$ cat src/common/lep_pkg.sv
package lep_pkg;
  // ****************************************
  // Frame identifiers and layout
  // ****************************************
  localparam logic [10:0] ID_NMT = 11'h000;
  localparam logic [10:0] ID_EMCY_BASE = 11'h080;
  localparam logic [10:0] ID_TPDO_BASE = 11'h180;
  localparam logic [10:0] ID_SDO_TX_BASE = 11'h580;
  localparam logic [10:0] ID_SDO_RX_BASE = 11'h600;
  localparam logic [7:0] NMT_START = 8'h01;
  localparam logic [7:0] NMT_PREOP = 8'h80;
  localparam logic [7:0] NMT_ALL = 8'h00;
  localparam logic [7:0] SDO_DL_4 = 8'h22;
  localparam logic [7:0] SDO_DL_ACK = 8'h60;
  localparam logic [7:0] SDO_ABORT = 8'h80;
  localparam logic [15:0] IDX_CYCLE = 16'h6200;
  localparam logic [15:0] IDX_SAVE = 16'h1010;
  localparam logic [15:0] IDX_RESOL = 16'h6005;
  localparam logic [15:0] IDX_PDO_MAP = 16'h1a00;
  localparam logic [7:0] SUB_SAVE = 8'h01;
  localparam logic [31:0] SAVE_SIG = 32'h65766173;
  localparam logic [3:0] DLC_PDO = 4'h6;
  localparam logic [3:0] DLC_FULL = 4'h8;
  // J1939 identifiers
  localparam logic [7:0] J_PRIO = 8'h18;
  localparam logic [7:0] J_PF_DATA = 8'hff;
  localparam logic [15:0] J_CFG_PGN = 16'h18b2;
  localparam logic [23:0] J_CFG_KEY = 24'h53544d;
  localparam logic [15:0] ERR_NONE = 16'h0000;
  localparam logic [15:0] ERR_HW = 16'h5000;
  localparam logic [15:0] ERR_DATA = 16'h6300;
  localparam logic [15:0] POS_FAULT = 16'hffff;
  localparam logic [7:0] FILL = 8'hff;
  localparam logic [31:0] RES_POS_UM = 32'h00000064;
  localparam logic [31:0] RES_SPD_UM_S = 32'h000003e8;
  localparam logic [15:0] CYCLE_DEF = 16'h000a;
  // ****************************************
  // Timing
  // ****************************************
  localparam int CLK_MHZ = 100;
  localparam int MS_US = 1000;
  localparam int MS_CYCLES = CLK_MHZ * MS_US;
  localparam int SAVE_MAX_MS = 600;
endpackage : lep_pkg

$ cat src/rtl/lep_buf2.sv
`timescale 1ns/100ps
// Two-entry skid buffer carrying complete frames
module lep_buf2 #(
  parameter int W = 8
) (
  input wire logic clk, // Clock
  input wire logic rst, // Async reset
  input wire logic in_valid, // Word offered
  output logic in_ready, // Room available
  input wire logic [W-1:0] in_data, // Word in
  output logic out_valid, // Word held
  input wire logic out_ready, // Receiver takes
  output logic [W-1:0] out_data // Word out
);
  logic [W-1:0] mem [2];
  logic rd_ptr;
  logic wr_ptr;
  logic [1:0] count;
  logic push;
  logic pop;

  // Handshake terms
  assign push = in_valid && in_ready;
  assign pop = out_valid && out_ready;
  assign in_ready = (count != 2'h2);
  assign out_valid = (count != 2'h0);
  assign out_data = mem[rd_ptr];

  // Storage
  always_ff @(posedge clk) begin
    if (push) begin
      mem[wr_ptr] <= in_data;
    end
  end

  // Pointers and fill level
  always_ff @(posedge clk or posedge rst) begin
    if (rst) begin
      rd_ptr <= 1'b0;
      wr_ptr <= 1'b0;
      count <= 2'h0;
    end else begin
      if (push) begin
        wr_ptr <= ~wr_ptr;
      end
      if (pop) begin
        rd_ptr <= ~rd_ptr;
      end
      count <= count + {1'b0, push} - {1'b0, pop};
    end
  end
endmodule : lep_buf2

$ cat src/rtl/lep_encoder_can.sv
`timescale 1ns/100ps
module lep_encoder_can #(
  parameter int SAVE_MS = lep_pkg::SAVE_MAX_MS, // Save answer bound
  parameter int MS_CYC = lep_pkg::MS_CYCLES // Cycles per millisecond
) (
  input wire logic REF_CLK, // System clock
  input wire logic SYS_RST, // Async reset, high
  input wire logic J1939_MODE, // Variant select
  input wire logic [6:0] NODE_ID, // CANopen node id
  input wire logic NODE_ID_SET, // Node id programmed pulse
  input wire logic [7:0] J_SA, // Wanted J1939 source address
  input wire logic ADDR_CLAIMED, // Address claim won
  input wire logic [15:0] NV_CYCLE, // Stored cycle time
  input wire logic NV_SYNC, // Stored SYNC mode
  input wire logic [7:0] NV_PS, // Stored PDU specific
  output logic NV_SAVE, // Persist request pulse
  output logic [15:0] NV_SAVE_CYCLE, // Value to persist
  input wire logic NV_DONE, // Persist finished pulse
  input wire logic [31:0] POSITION, // Position counts
  input wire logic [15:0] SPEED, // Speed counts
  input wire logic POS_VALID, // New sample pulse
  input wire logic MAG_FAULT, // Magnet missing or in zone
  input wire logic ELEM_FAULT, // Sensing element failed
  input wire logic HW_FAULT, // Hardware error
  input wire logic DATA_FAULT, // Data set error
  input wire logic [7:0] STATUS_IN, // J1939 status byte
  input wire logic [7:0] LIMIT_IN, // J1939 limit status
  input wire logic SYNC_RX, // SYNC received pulse
  input wire logic RX_VALID, // Received frame pulse
  input wire logic RX_EXT, // Received id extended
  input wire logic [28:0] RX_ID, // Received identifier
  input wire logic [63:0] RX_DATA, // Received bytes, byte 0 low
  output logic TX_VALID, // Frame offered
  input wire logic TX_READY, // Controller takes frame
  output logic TX_EXT, // Offered id extended
  output logic [28:0] TX_ID, // Offered identifier
  output logic [3:0] TX_DLC, // Offered length
  output logic [63:0] TX_DATA, // Offered bytes, byte 0 low
  output logic OPERATIONAL, // Sending process data
  output logic [15:0] CYCLE_MS, // Active cycle time
  output logic [7:0] J_PS // Active PDU specific
);
  // ****************************************
  // Declarations
  // ****************************************
  localparam int FW = 1 + 29 + 4 + 64;
  localparam int SAVE_CYC = SAVE_MS * MS_CYC;
  typedef enum {ST_LOAD, ST_PREOP, ST_OPER} lep_state_t;
  lep_state_t state;
  logic sync_mode;
  logic [10:0] emcy_id;
  logic [10:0] pdo_id;
  logic [10:0] sdo_tx_id;
  logic [10:0] sdo_rx_id;
  logic [16:0] ms_cnt;
  logic [15:0] ms_left;
  logic [31:0] save_cnt;
  logic save_busy;
  logic cyc_due;
  logic pdo_due;
  logic emcy_due;
  logic sdo_due;
  logic [63:0] sdo_resp;
  logic [15:0] err_code;
  logic [15:0] err_last;
  logic fault;
  logic j_ok;
  logic [7:0] j_sa;
  logic b_in_valid;
  logic b_in_ready;
  logic [FW-1:0] b_in;
  logic b_out_valid;
  logic [FW-1:0] b_out;
  logic [FW-1:0] tx_q;
  logic tx_v;
  logic [7:0] rx_b [8];
  logic is_nmt;
  logic nmt_me;
  logic is_sdo;
  logic is_jcfg;

  // Receive byte split, byte 0 in low bits
  always_comb begin
    for (int i = 0; i < 8; i++) begin
      rx_b[i] = RX_DATA[8*i +: 8];
    end
  end

  // Frame classification
  assign is_nmt = RX_VALID && !RX_EXT && RX_ID[10:0] == lep_pkg::ID_NMT && !J1939_MODE;
  assign nmt_me = rx_b[1] == lep_pkg::NMT_ALL || rx_b[1] == {1'b0, NODE_ID};
  assign is_sdo = RX_VALID && !RX_EXT && RX_ID[10:0] == sdo_rx_id && !J1939_MODE;
  assign is_jcfg = RX_VALID && RX_EXT && J1939_MODE && j_ok
    && RX_ID[28:16] == lep_pkg::J_CFG_PGN[12:0] && RX_ID[15:8] == j_sa
    && RX_DATA[23:0] == lep_pkg::J_CFG_KEY && rx_b[3] == 8'h00;

  // Error code selection, hardware fault first
  assign err_code = HW_FAULT ? lep_pkg::ERR_HW : (DATA_FAULT ? lep_pkg::ERR_DATA : lep_pkg::ERR_NONE);
  assign fault = MAG_FAULT || ELEM_FAULT;
  // ****************************************
  // Parameters and identifiers
  // ****************************************
  // Stored values loaded after reset, then SDO or J1939 writes
  always_ff @(posedge REF_CLK or posedge SYS_RST) begin
    if (SYS_RST) begin
      CYCLE_MS <= lep_pkg::CYCLE_DEF;
      sync_mode <= 1'b0;
      J_PS <= 8'h00;
    end else if (state == ST_LOAD) begin
      CYCLE_MS <= NV_CYCLE;
      sync_mode <= NV_SYNC;
      J_PS <= NV_PS;
    end else if (is_sdo && rx_b[0] == lep_pkg::SDO_DL_4 && {rx_b[2], rx_b[1]} == lep_pkg::IDX_CYCLE
                 && rx_b[3] == 8'h00 && {rx_b[5], rx_b[4]} != 16'h0000 && !sdo_due && !save_busy) begin
      CYCLE_MS <= {rx_b[5], rx_b[4]};
    end else if (is_jcfg && {rx_b[5], rx_b[4]} != 16'h0000) begin
      CYCLE_MS <= {rx_b[5], rx_b[4]};
    end
  end

  // Identifiers regenerated whenever node id is programmed
  always_ff @(posedge REF_CLK or posedge SYS_RST) begin
    if (SYS_RST) begin
      emcy_id <= lep_pkg::ID_EMCY_BASE;
      pdo_id <= lep_pkg::ID_TPDO_BASE;
      sdo_tx_id <= lep_pkg::ID_SDO_TX_BASE;
      sdo_rx_id <= lep_pkg::ID_SDO_RX_BASE;
    end else if (state == ST_LOAD || NODE_ID_SET) begin
      emcy_id <= lep_pkg::ID_EMCY_BASE + {4'h0, NODE_ID};
      pdo_id <= lep_pkg::ID_TPDO_BASE + {4'h0, NODE_ID};
      sdo_tx_id <= lep_pkg::ID_SDO_TX_BASE + {4'h0, NODE_ID};
      sdo_rx_id <= lep_pkg::ID_SDO_RX_BASE + {4'h0, NODE_ID};
    end
  end

  // ****************************************
  // Network state
  // ****************************************
  // Load, pre-operational and operational states
  always_ff @(posedge REF_CLK or posedge SYS_RST) begin
    if (SYS_RST) begin
      state <= ST_LOAD;
    end else begin
      case (state)
        ST_LOAD: state <= ST_PREOP;
        ST_PREOP: begin
          if (is_nmt && nmt_me && rx_b[0] == lep_pkg::NMT_START) begin
            state <= ST_OPER;
          end
        end
        ST_OPER: begin
          if (is_nmt && nmt_me && rx_b[0] == lep_pkg::NMT_PREOP) begin
            state <= ST_PREOP;
          end
        end
        default: state <= ST_LOAD;
      endcase
    end
  end

  // J1939 address claim, data only once claimed
  always_ff @(posedge REF_CLK or posedge SYS_RST) begin
    if (SYS_RST) begin
      j_ok <= 1'b0;
      j_sa <= 8'h00;
    end else if (ADDR_CLAIMED && !j_ok) begin
      j_ok <= 1'b1;
      j_sa <= J_SA;
    end
  end

  // Operational flag
  always_ff @(posedge REF_CLK or posedge SYS_RST) begin
    if (SYS_RST) begin
      OPERATIONAL <= 1'b0;
    end else begin
      OPERATIONAL <= J1939_MODE ? j_ok : (state == ST_OPER);
    end
  end

  // ****************************************
  // Cycle timer and triggers
  // ****************************************
  // Millisecond prescaler and event timer
  always_ff @(posedge REF_CLK or posedge SYS_RST) begin
    if (SYS_RST) begin
      ms_cnt <= 17'h00000;
      ms_left <= 16'h0001;
      cyc_due <= 1'b0;
    end else begin
      cyc_due <= 1'b0;
      if (ms_cnt == 17'(MS_CYC - 1)) begin
        ms_cnt <= 17'h00000;
        if (ms_left <= 16'h0001) begin
          ms_left <= CYCLE_MS;
          cyc_due <= 1'b1;
        end else begin
          ms_left <= ms_left - 16'h0001;
        end
      end else begin
        ms_cnt <= ms_cnt + 17'h00001;
        if (ms_left > CYCLE_MS) begin
          ms_left <= CYCLE_MS;
        end
      end
    end
  end

  // Pending process data, set wins over clear
  always_ff @(posedge REF_CLK or posedge SYS_RST) begin
    if (SYS_RST) begin
      pdo_due <= 1'b0;
    end else if ((J1939_MODE ? j_ok : state == ST_OPER)
                 && (sync_mode && !J1939_MODE ? SYNC_RX : cyc_due)) begin
      pdo_due <= 1'b1;
    end else if (!OPERATIONAL || (b_in_valid && b_in_ready && !emcy_due && !sdo_due)) begin
      pdo_due <= 1'b0;
    end
  end

  // Emergency on every error code change, CANopen mode only
  always_ff @(posedge REF_CLK or posedge SYS_RST) begin
    if (SYS_RST) begin
      err_last <= lep_pkg::ERR_NONE;
      emcy_due <= 1'b0;
    end else begin
      if (!J1939_MODE && state != ST_LOAD && err_code != err_last) begin
        err_last <= err_code;
        emcy_due <= 1'b1;
      end else if (b_in_valid && b_in_ready) begin
        emcy_due <= 1'b0;
      end
    end
  end

  // ****************************************
  // SDO server and save
  // ****************************************
  // Build answers, save waits for the store
  always_ff @(posedge REF_CLK or posedge SYS_RST) begin
    if (SYS_RST) begin
      sdo_due <= 1'b0;
      sdo_resp <= 64'h0;
      save_busy <= 1'b0;
      save_cnt <= 32'h0;
      NV_SAVE <= 1'b0;
      NV_SAVE_CYCLE <= 16'h0000;
    end else begin
      NV_SAVE <= 1'b0;
      if (save_busy) begin
        save_cnt <= save_cnt + 32'h1;
        if (NV_DONE || save_cnt == 32'(SAVE_CYC - 2)) begin
          save_busy <= 1'b0;
          sdo_due <= 1'b1;
          sdo_resp <= {32'h0, lep_pkg::SUB_SAVE, lep_pkg::IDX_SAVE, lep_pkg::SDO_DL_ACK};
        end
      end else if (is_sdo && !sdo_due) begin
        if (rx_b[0] == lep_pkg::SDO_DL_4 && {rx_b[2], rx_b[1]} == lep_pkg::IDX_CYCLE
            && rx_b[3] == 8'h00 && {rx_b[5], rx_b[4]} != 16'h0000) begin
          sdo_due <= 1'b1;
          sdo_resp <= {40'h0, rx_b[2], rx_b[1], lep_pkg::SDO_DL_ACK};
        end else if (rx_b[0] == lep_pkg::SDO_DL_4 && {rx_b[2], rx_b[1]} == lep_pkg::IDX_SAVE
                     && rx_b[3] == lep_pkg::SUB_SAVE && RX_DATA[63:32] == lep_pkg::SAVE_SIG) begin
          save_busy <= 1'b1;
          save_cnt <= 32'h0;
          NV_SAVE <= 1'b1;
          NV_SAVE_CYCLE <= CYCLE_MS;
        end else if ({rx_b[2], rx_b[1]} == lep_pkg::IDX_RESOL && rx_b[0][7:5] == 3'h2) begin
          sdo_due <= 1'b1;
          sdo_resp <= {(rx_b[3] == 8'h01 ? lep_pkg::RES_POS_UM : lep_pkg::RES_SPD_UM_S),
                       rx_b[3], rx_b[2], rx_b[1], 8'h43};
        end else begin
          sdo_due <= 1'b1;
          sdo_resp <= {32'h0, rx_b[3], rx_b[2], rx_b[1], lep_pkg::SDO_ABORT};
        end
      end else if (sdo_due && b_in_valid && b_in_ready && !emcy_due) begin
        sdo_due <= 1'b0;
      end
    end
  end

  // ****************************************
  // Frame assembly
  // ****************************************
  // Priority: emergency, SDO answer, process data
  always_comb begin
    b_in_valid = emcy_due || sdo_due || pdo_due;
    b_in = '0;
    if (emcy_due) begin
      b_in = {1'b0, 18'h0, emcy_id, lep_pkg::DLC_FULL,
              40'h0, 8'(err_last != lep_pkg::ERR_NONE), err_last[15:8], err_last[7:0]};
    end else if (sdo_due) begin
      b_in = {1'b0, 18'h0, sdo_tx_id, lep_pkg::DLC_FULL, sdo_resp};
    end else if (J1939_MODE) begin
      b_in = {1'b1, lep_pkg::J_PRIO[4:0], lep_pkg::J_PF_DATA, J_PS, j_sa, lep_pkg::DLC_FULL,
              lep_pkg::FILL, LIMIT_IN, err_code[7:0], STATUS_IN,
              SPEED[15:8], SPEED[7:0],
              fault ? lep_pkg::POS_FAULT : POSITION[15:0]};
    end else begin
      b_in = {1'b0, 18'h0, pdo_id, lep_pkg::DLC_PDO, 16'h0, SPEED[15:8], SPEED[7:0],
              fault ? {16'h0, lep_pkg::POS_FAULT} : POSITION};
    end
  end

  lep_buf2 #(.W(FW)) u_buf (
    .clk(REF_CLK), .rst(SYS_RST), .in_valid(b_in_valid), .in_ready(b_in_ready), .in_data(b_in),
    .out_valid(b_out_valid), .out_ready(!tx_v || TX_READY), .out_data(b_out)
  );
  // Registered transmit stage
  always_ff @(posedge REF_CLK or posedge SYS_RST) begin
    if (SYS_RST) begin
      tx_v <= 1'b0;
      tx_q <= '0;
    end else if (!tx_v || TX_READY) begin
      tx_v <= b_out_valid;
      tx_q <= b_out;
    end
  end
  assign TX_VALID = tx_v;
  assign {TX_EXT, TX_ID, TX_DLC, TX_DATA} = tx_q;
endmodule : lep_encoder_can

$ cat config.mk
export PLATFORM = sky130hd
export DESIGN_NAME = lep_encoder_can
export DESIGN_NICKNAME = d
export VERILOG_FILES = /design/src/common/lep_pkg.sv /design/src/rtl/lep_buf2.sv /design/src/rtl/lep_encoder_can.sv
export SDC_FILE = /design/constraint.sdc
export NUM_CORES = 1
export LEC_CHECK = 0
export BUFFER_PORTS_ARGS = -buffer_cell sky130_fd_sc_hd__buf_2
export CAP_MARGIN = 20
export CORE_ASPECT_RATIO = 0.7
export CORE_MARGIN = 1.5
export CORE_UTILIZATION = 49
export CTS_BUF_LIST = sky130_fd_sc_hd__clkbuf_8
export DETAILED_ROUTE_END_ITERATION = 8
export PLACE_DENSITY = 0.75
export SETUP_SLACK_MARGIN = 0.4
export SLEW_MARGIN = 5
export SYNTH_ARGS = -nofsm -noshare
export SYNTH_HDL_FRONTEND = slang
export SYNTH_SLANG_ARGS = --single-unit
$ cat constraint.sdc
create_clock -name REF_CLK -period 8 [get_ports REF_CLK]
set_clock_uncertainty 0.2 [all_clocks]
set_input_delay 0.8 -clock REF_CLK [delete_from_list [all_inputs] [get_ports REF_CLK]]
set_output_delay 0.8 -clock REF_CLK [all_outputs]
set_load 0.005 [all_outputs]
Word-level counts from Yosys, hierarchy flattened
Memory sizes are Yosys's and may differ from the RTL's. A register that Yosys moved wholly into a read port is not among the register bits.
Index checks and enable logic that the tools add are counted.
{"block": "word_totals", "regBits": 283, "mem_bits_rw": 196, "inputBits": 212, "word_cells": 199, "mem_count": 1}
{"name": "u_buf.mem", "depth": 2, "width": 98, "rd": 1, "rd_clocked_by_memory_dff": 1, "write_ports": 1, "line_no": "lep_buf2.sv:15", "text": "logic [W-1:0] mem [2];"}
{"block": "op_classes", "n_addsub": 9, "magnitude_cmp": 2, "n_eq_ne": 27, "n_mux": 50, "bitwise_logic": 4, "n_reduce_logical": 79}
{"operator": "2-to-1 mux 64 bit", "count": 5}
{"operator": "2-to-1 mux 98 bit", "count": 3}
{"operator": "2-to-1 mux 32 bit", "count": 7}
{"operator": "2-to-1 mux 16 bit", "count": 7}
{"operator": "case mux 32 bit (3 select lines)", "count": 1}
{"operator": "logical NOT 32 bit", "count": 2}
{"operator": "logical AND 1 bit", "count": 42}
{"operator": "2-to-1 mux 42 bit", "count": 1}
{"operator": "adder 32 x 1 -> 32 bit (second input constant)", "count": 1}
{"operator": "equality test 16 x 15 -> 1 bit (second input constant)", "count": 2}
{"operator": "equality test 32 x 1 -> 1 bit (second input constant)", "count": 1}
{"operator": "equality test 32 x 2 -> 1 bit (second input constant)", "count": 1}
{"operator": "equality test 32 x 26 -> 1 bit (second input constant)", "count": 1}
{"operator": "equality test 32 x 3 -> 1 bit (second input constant)", "count": 1}
{"operator": "equality test 32 x 31 -> 1 bit (second input constant)", "count": 1}
{"operator": "nonzero test 16 bit", "count": 2}
{"operator": "nonzero test 32 bit", "count": 1}
{"operator": "2-to-1 mux 15 bit", "count": 2}
{"operator": "equality test 24 x 23 -> 1 bit (second input constant)", "count": 1}
{"operator": "2-to-1 mux 1 bit", "count": 22}
{"operator": "adder 17 x 1 -> 17 bit (second input constant)", "count": 1}
{"operator": "equality test 17 bit (second input constant)", "count": 1}
{"operator": "2-to-1 mux 17 bit", "count": 1}
{"operator": "equality test 16 x 13 -> 1 bit (second input constant)", "count": 1}
{"operator": "33 further kinds", "count": 63}

Logic depth before layout (Yosys ltp)
{"block": "logic_depth", "ltp_word": 12, "mapped_depth": 10, "mapped_depth_nobuf": 9}

Cells and area by module
Synthesis repeated with hierarchy kept, for this count alone.
{"block": "unflattened", "cells_unflattened": 1546, "area_unflattened_um2": 20613.5}
{"mod": "lep_encoder_can", "instances": 1, "cells_each": 1223, "area_per_inst_um2": 13312.8, "seq_area_each_um2": 6585.1}
{"mod": "lep_buf2", "instances": 1, "cells_each": 323, "area_per_inst_um2": 7300.8, "seq_area_each_um2": 5985.7}

Worst setup path before layout
No wires, ideal clock.
{"block": "synth_path", "path_kind": "flip-flop to flip-flop", "start": "reg sdo_due", "end": "mem u_buf.mem[0][0] (netlist bit), enable pin", "setup_ps": 601, "arrival_ps": 6133, "required_time_ps": 7199, "slack_ps": 1066, "stages_incl_launch_ff": 6, "period_less_slack_ps": 6934, "path_cell_list": "dfrtp_1 clkbuf_1 clkinv_1 nand2_1 nor2_1 nor3_1"}
{"block": "synth_between", "elab_chain_len": 5}
{"item": "from (decl)", "line_no": "lep_encoder_can.sv:62", "text": "logic sdo_due;"}
{"item": "from (signal assigned)", "line_no": "lep_encoder_can.sv:242", "text": "sdo_due <= 1'b0;"}
{"item": "from (signal assigned)", "line_no": "lep_encoder_can.sv:254", "text": "sdo_due <= 1'b1;"}
{"item": "from (signal assigned)", "line_no": "lep_encoder_can.sv:260", "text": "sdo_due <= 1'b1;"}
{"item": "logical OR 1 bit (2 in series)", "line_no": "lep_encoder_can.sv:287", "text": "b_in_valid = emcy_due || sdo_due || pdo_due;"}
{"item": "logical AND 1 bit", "line_no": "lep_buf2.sv:23", "text": "assign push = in_valid && in_ready;"}
{"item": "2-to-1 mux 1 bit", "line_no": "lep_buf2.sv:31", "text": "if (push) begin"}
{"item": "2-to-1 mux 1 bit (not written as such)", "line_no": "lep_buf2.sv:32", "text": "mem[wr_ptr] <= in_data;"}
{"item": "to (decl)", "line_no": "lep_buf2.sv:15"}
No other way between the ends.

Worst setup path after layout
{"block": "layout_path", "start": "reg CYCLE_MS[14]", "end": "reg ms_left[9]"}
{"block": "layout_between", "elab_chain_len": 2}
{"item": "from (decl)", "line_no": "lep_encoder_can.sv:40", "text": "output logic [15:0] CYCLE_MS,"}
{"item": "from (signal assigned)", "line_no": "lep_encoder_can.sv:106", "text": "CYCLE_MS <= lep_pkg::CYCLE_DEF;"}
{"item": "from (signal assigned)", "line_no": "lep_encoder_can.sv:115", "text": "CYCLE_MS <= {rx_b[5], rx_b[4]};"}
{"item": "from (signal assigned)", "line_no": "lep_encoder_can.sv:117", "text": "CYCLE_MS <= {rx_b[5], rx_b[4]};"}
{"item": "> comparator 16 bit", "line_no": "lep_encoder_can.sv:202", "text": "if (ms_left > CYCLE_MS) begin"}
{"item": "nonzero test 2 bit (no source line)"}
{"item": "to (signal assigned)", "line_no": "lep_encoder_can.sv:198", "text": "ms_left <= ms_left - 16'h0001;"}
{"item": "to (decl)", "line_no": "lep_encoder_can.sv:56", "text": "logic [15:0] ms_left;"}
No other way between the ends.
A chain may end at the register's enable or synchronous reset.

==> metrics.yaml <==
worstSetupStartpointType: "flip-flop"
synth_top_cell_area_share_pct: 34.2
die_area_um2: 37100
grt_pass1_vias: 13195
worst_skew_pair.late_latency_ns: 0.63
worst_hold_startpoint: "NV_CYCLE[3]"
detailed_router_s_first_iteration_violation_count: 1213
transition_time_at_the_pin_with_the_least_slew_margin_ns: 1.03
die_height_um: 162
cts-root-buf: "clkbuf_8"
seq_area_frac_synth_pct: 60.2
slew_violations: 0
grt_setup_unrepaired: "no"
grt_start_max_net_pins: 173
timing.critical_path.to_type: "flip-flop"
ctsHtreeMaxLevel: 2
initial_core_util_pct: 50.3
finalCoreUtilization_pct: 59.6
portBuffers: 347
power_mw: 6.06
clk_buf_depth: 3
data_arrival_critical_path_ns: 3.89
congestion_overflow_gr: 0
timing.setup.tns_ns: 0
cts_num_sinks: 394
power.static_leakage_nw: 9.43
timing.final.crit_share_pct: 44.9
coreArea_um2: 35000
fmax_mhz: 278
pre_cts_slack_ns: 4.34
timing.setup.critical_path_class: "reg2reg"
synthesis.area_um2: 17600
synth_most_common_cell: "dfrtp_1"
status: "finished clean"
place_congestion: 0.913
synth.top_cells.by_count: "dfrtp_1, nand2_1, o21ai_0, edfxtp_1, mux2i_1"
clkTransAtPathRegs_ns: 0.07
grtUsageTotal_pct: 26.7
dpl.hpwl_mm: 35.7
rows: 57
cap_violations: 0
design.final.nets: 2096
yosysWarnings: 0
critical_path_required_ns: 8.29
power.density_cell_area_nw_per_um2: 290
hold_viol: 0
finish.cell_count_without_fillers: 2397
fillerInstances: 2920
ioPinCount: 353
slew_headroom_pct: 31.3
finalWorstSetupSlack_ns: 4.41
worstSetupStartpoint: "CYCLE_MS[14]$_DFFE_PP0P_"
synthToLayoutAreaGrowth_pct: 18.6
drt.antenna.violating_nets: 0
timing.critical_path.fanout_max: 18
postSynthRegisterBits: 394
r2r-start: "CYCLE_MS[14]$_DFFE_PP0P_"
placedCellCount: 2271
cts-resized-gates: 0
yosys-top-cells-area: "dfrtp_1, edfxtp_1, mux2i_1"
synth_edf_count: 150
final_layout_size_suffix_gt1_share_pct: 26.6
post-route-drc-count: 0
drt-vias-per-instance: 5.68
primary_flip_flop_cell_chosen_by_synthesis_mapping: "dfrtp_1"
post-cts-setup-buffers: 0
grt_first_pass_wirelength_mm: 76.1
cts_tree: "built"
number_of_antenna_violations_at_the_first_check_in_global_routing: 21
drt_pass1_iterations: 8
routed_wirelength_mm: 50.0
minimum_clock_period_after_layout_ns: 3.59
via_count: 13609
yosysUniqueCellTypes: 66
cts_made_buffers: 58
netlist_instances: 1524
hold_path.class: "in2reg"
postSynth.asyncResetShare_pct: 61.9
die_width_um: 230
postCtsHoldBufs: 0
netlist.top_cell.by_area: "dfrtp_1"
post_synth.cell_area_avg_um2: 11.6
report.final.setup_viol: 0
wire_per_inst_um: 20.9
irDropWorstVdd_mv: 0.251
==> registers in the layout, summed over array words and instances (netlist names), 3 cells and up <==
signal         count
tx_q              75
ms_cnt            17
NV_SAVE_CYCLE     16
emcy_id            7
ms_left           16
CYCLE_MS          16
sdo_resp          30
J_PS               8
err_last           3
save_cnt          32
u_buf.mem        150
j_sa               8
==> worst paths after layout <==
check,endpoint,cells past startpoint,slack [ns]
max,ms_left[9]$_DFFE_PP0P_,8,4.41
min,CYCLE_MS[3]$_DFFE_PP1P_,3,0.17
max reg2reg,ms_left[9]$_DFFE_PP0P_,8,4.41
min reg2reg,tx_q[77]$_DFFE_PP0N_,2,0.27
max in group asynchronous,tx_q[82]$_DFFE_PP0N_,4,5.69
min in group asynchronous,tx_q[7]$_DFFE_PP0N_,3,0.22
==> placed cells by master, fill, tap and decap left out, types with 22 or more instances in the layout <==
cell type    n
a21oi_1     33
a22o_1      23
and3_1      23
buf_2      347
clkbuf_8    66
dfrtp_1    240
edfxtp_1   150
ha_1        23
inv_1       64
mux2_2      32
mux2i_1    103
nand2_1    178
nand3_1     57
nand4_1     23
nor2_1      81
nor3_1      22
nor4_1      28
o21ai_0    151
xor2_1      23
==> worst max-delay path: stages (launching register included) <==
cell and delay (ns):
dfrtp_1 0.48, inv_1 0.12, ha_1 0.33, nand4_1 0.15, or4_1 0.60, or3_1 0.51
a21oi_2 0.71, a21oi_1 0.09, o221a_2 0.28
==> through the flow <==
| stage | hold WS [ns] | cell area, µm² |
|---|---|---|
| 2_1_floorplan | 0.239 | 17600 |
| 3_3_place_gp | 0.252 | 19700 |
| 3_5_place_dp | 0.264 | 19700 |
| 4_1_cts | 0.137 | 20800 |
| 5_1_grt | 0.165 | 20900 |
| 6_report | 0.172 | 20900 |
==> per-layer routing <==
layer	GRT usage [%]	share of wire, %	vias up
li1	-	-	6265
met4	9.54	2.4	2
met1	38.2	44	6665
met5	0	0.026	-
met3	6.99	9.3	86
met2	39.2	45	591
==> layout make-up <==
cell class                      instances  area [µm²]  share of cell area [%]
Sequential cell                       394       10600                    50.8
Clock buffer                           66         908                    4.35
Clock inverter                         44         200                   0.959
Antenna cell                           14        35.0                   0.168
Multi-Input combinational cell       1000        6450                    30.9
Inverter                               38         146                   0.701
Tap cell                              472         591                    2.83
Timing Repair Buffer                  369        1930                    9.26
==> where the power goes <==
group	switching [mW]	internal (mW)
combinational	0.888	0.637
clock	0.795	0.758
sequential	0.302	2.68
total	1.99	4.07
==> cell families (layout without fill, tap and decap cells) <==
| kind of cell | Yosys count | after routing | synth area share [%] |
|---|---|---|---|
| simple gates | 492 | 492 | 13.9 |
| other cells | 1 | 18 | 0.0213 |
| fa+ha+maj | 23 | 23 | 1.63 |
| mux | 135 | 135 | 7.90 |
| xor+xnor | 43 | 43 | 2.14 |
| compound gates | 303 | 303 | 10.8 |
| flops | 394 | 394 | 60.2 |
| buf+inv | 133 | 517 | 3.37 |
Power figures use the tool's default switching activity.
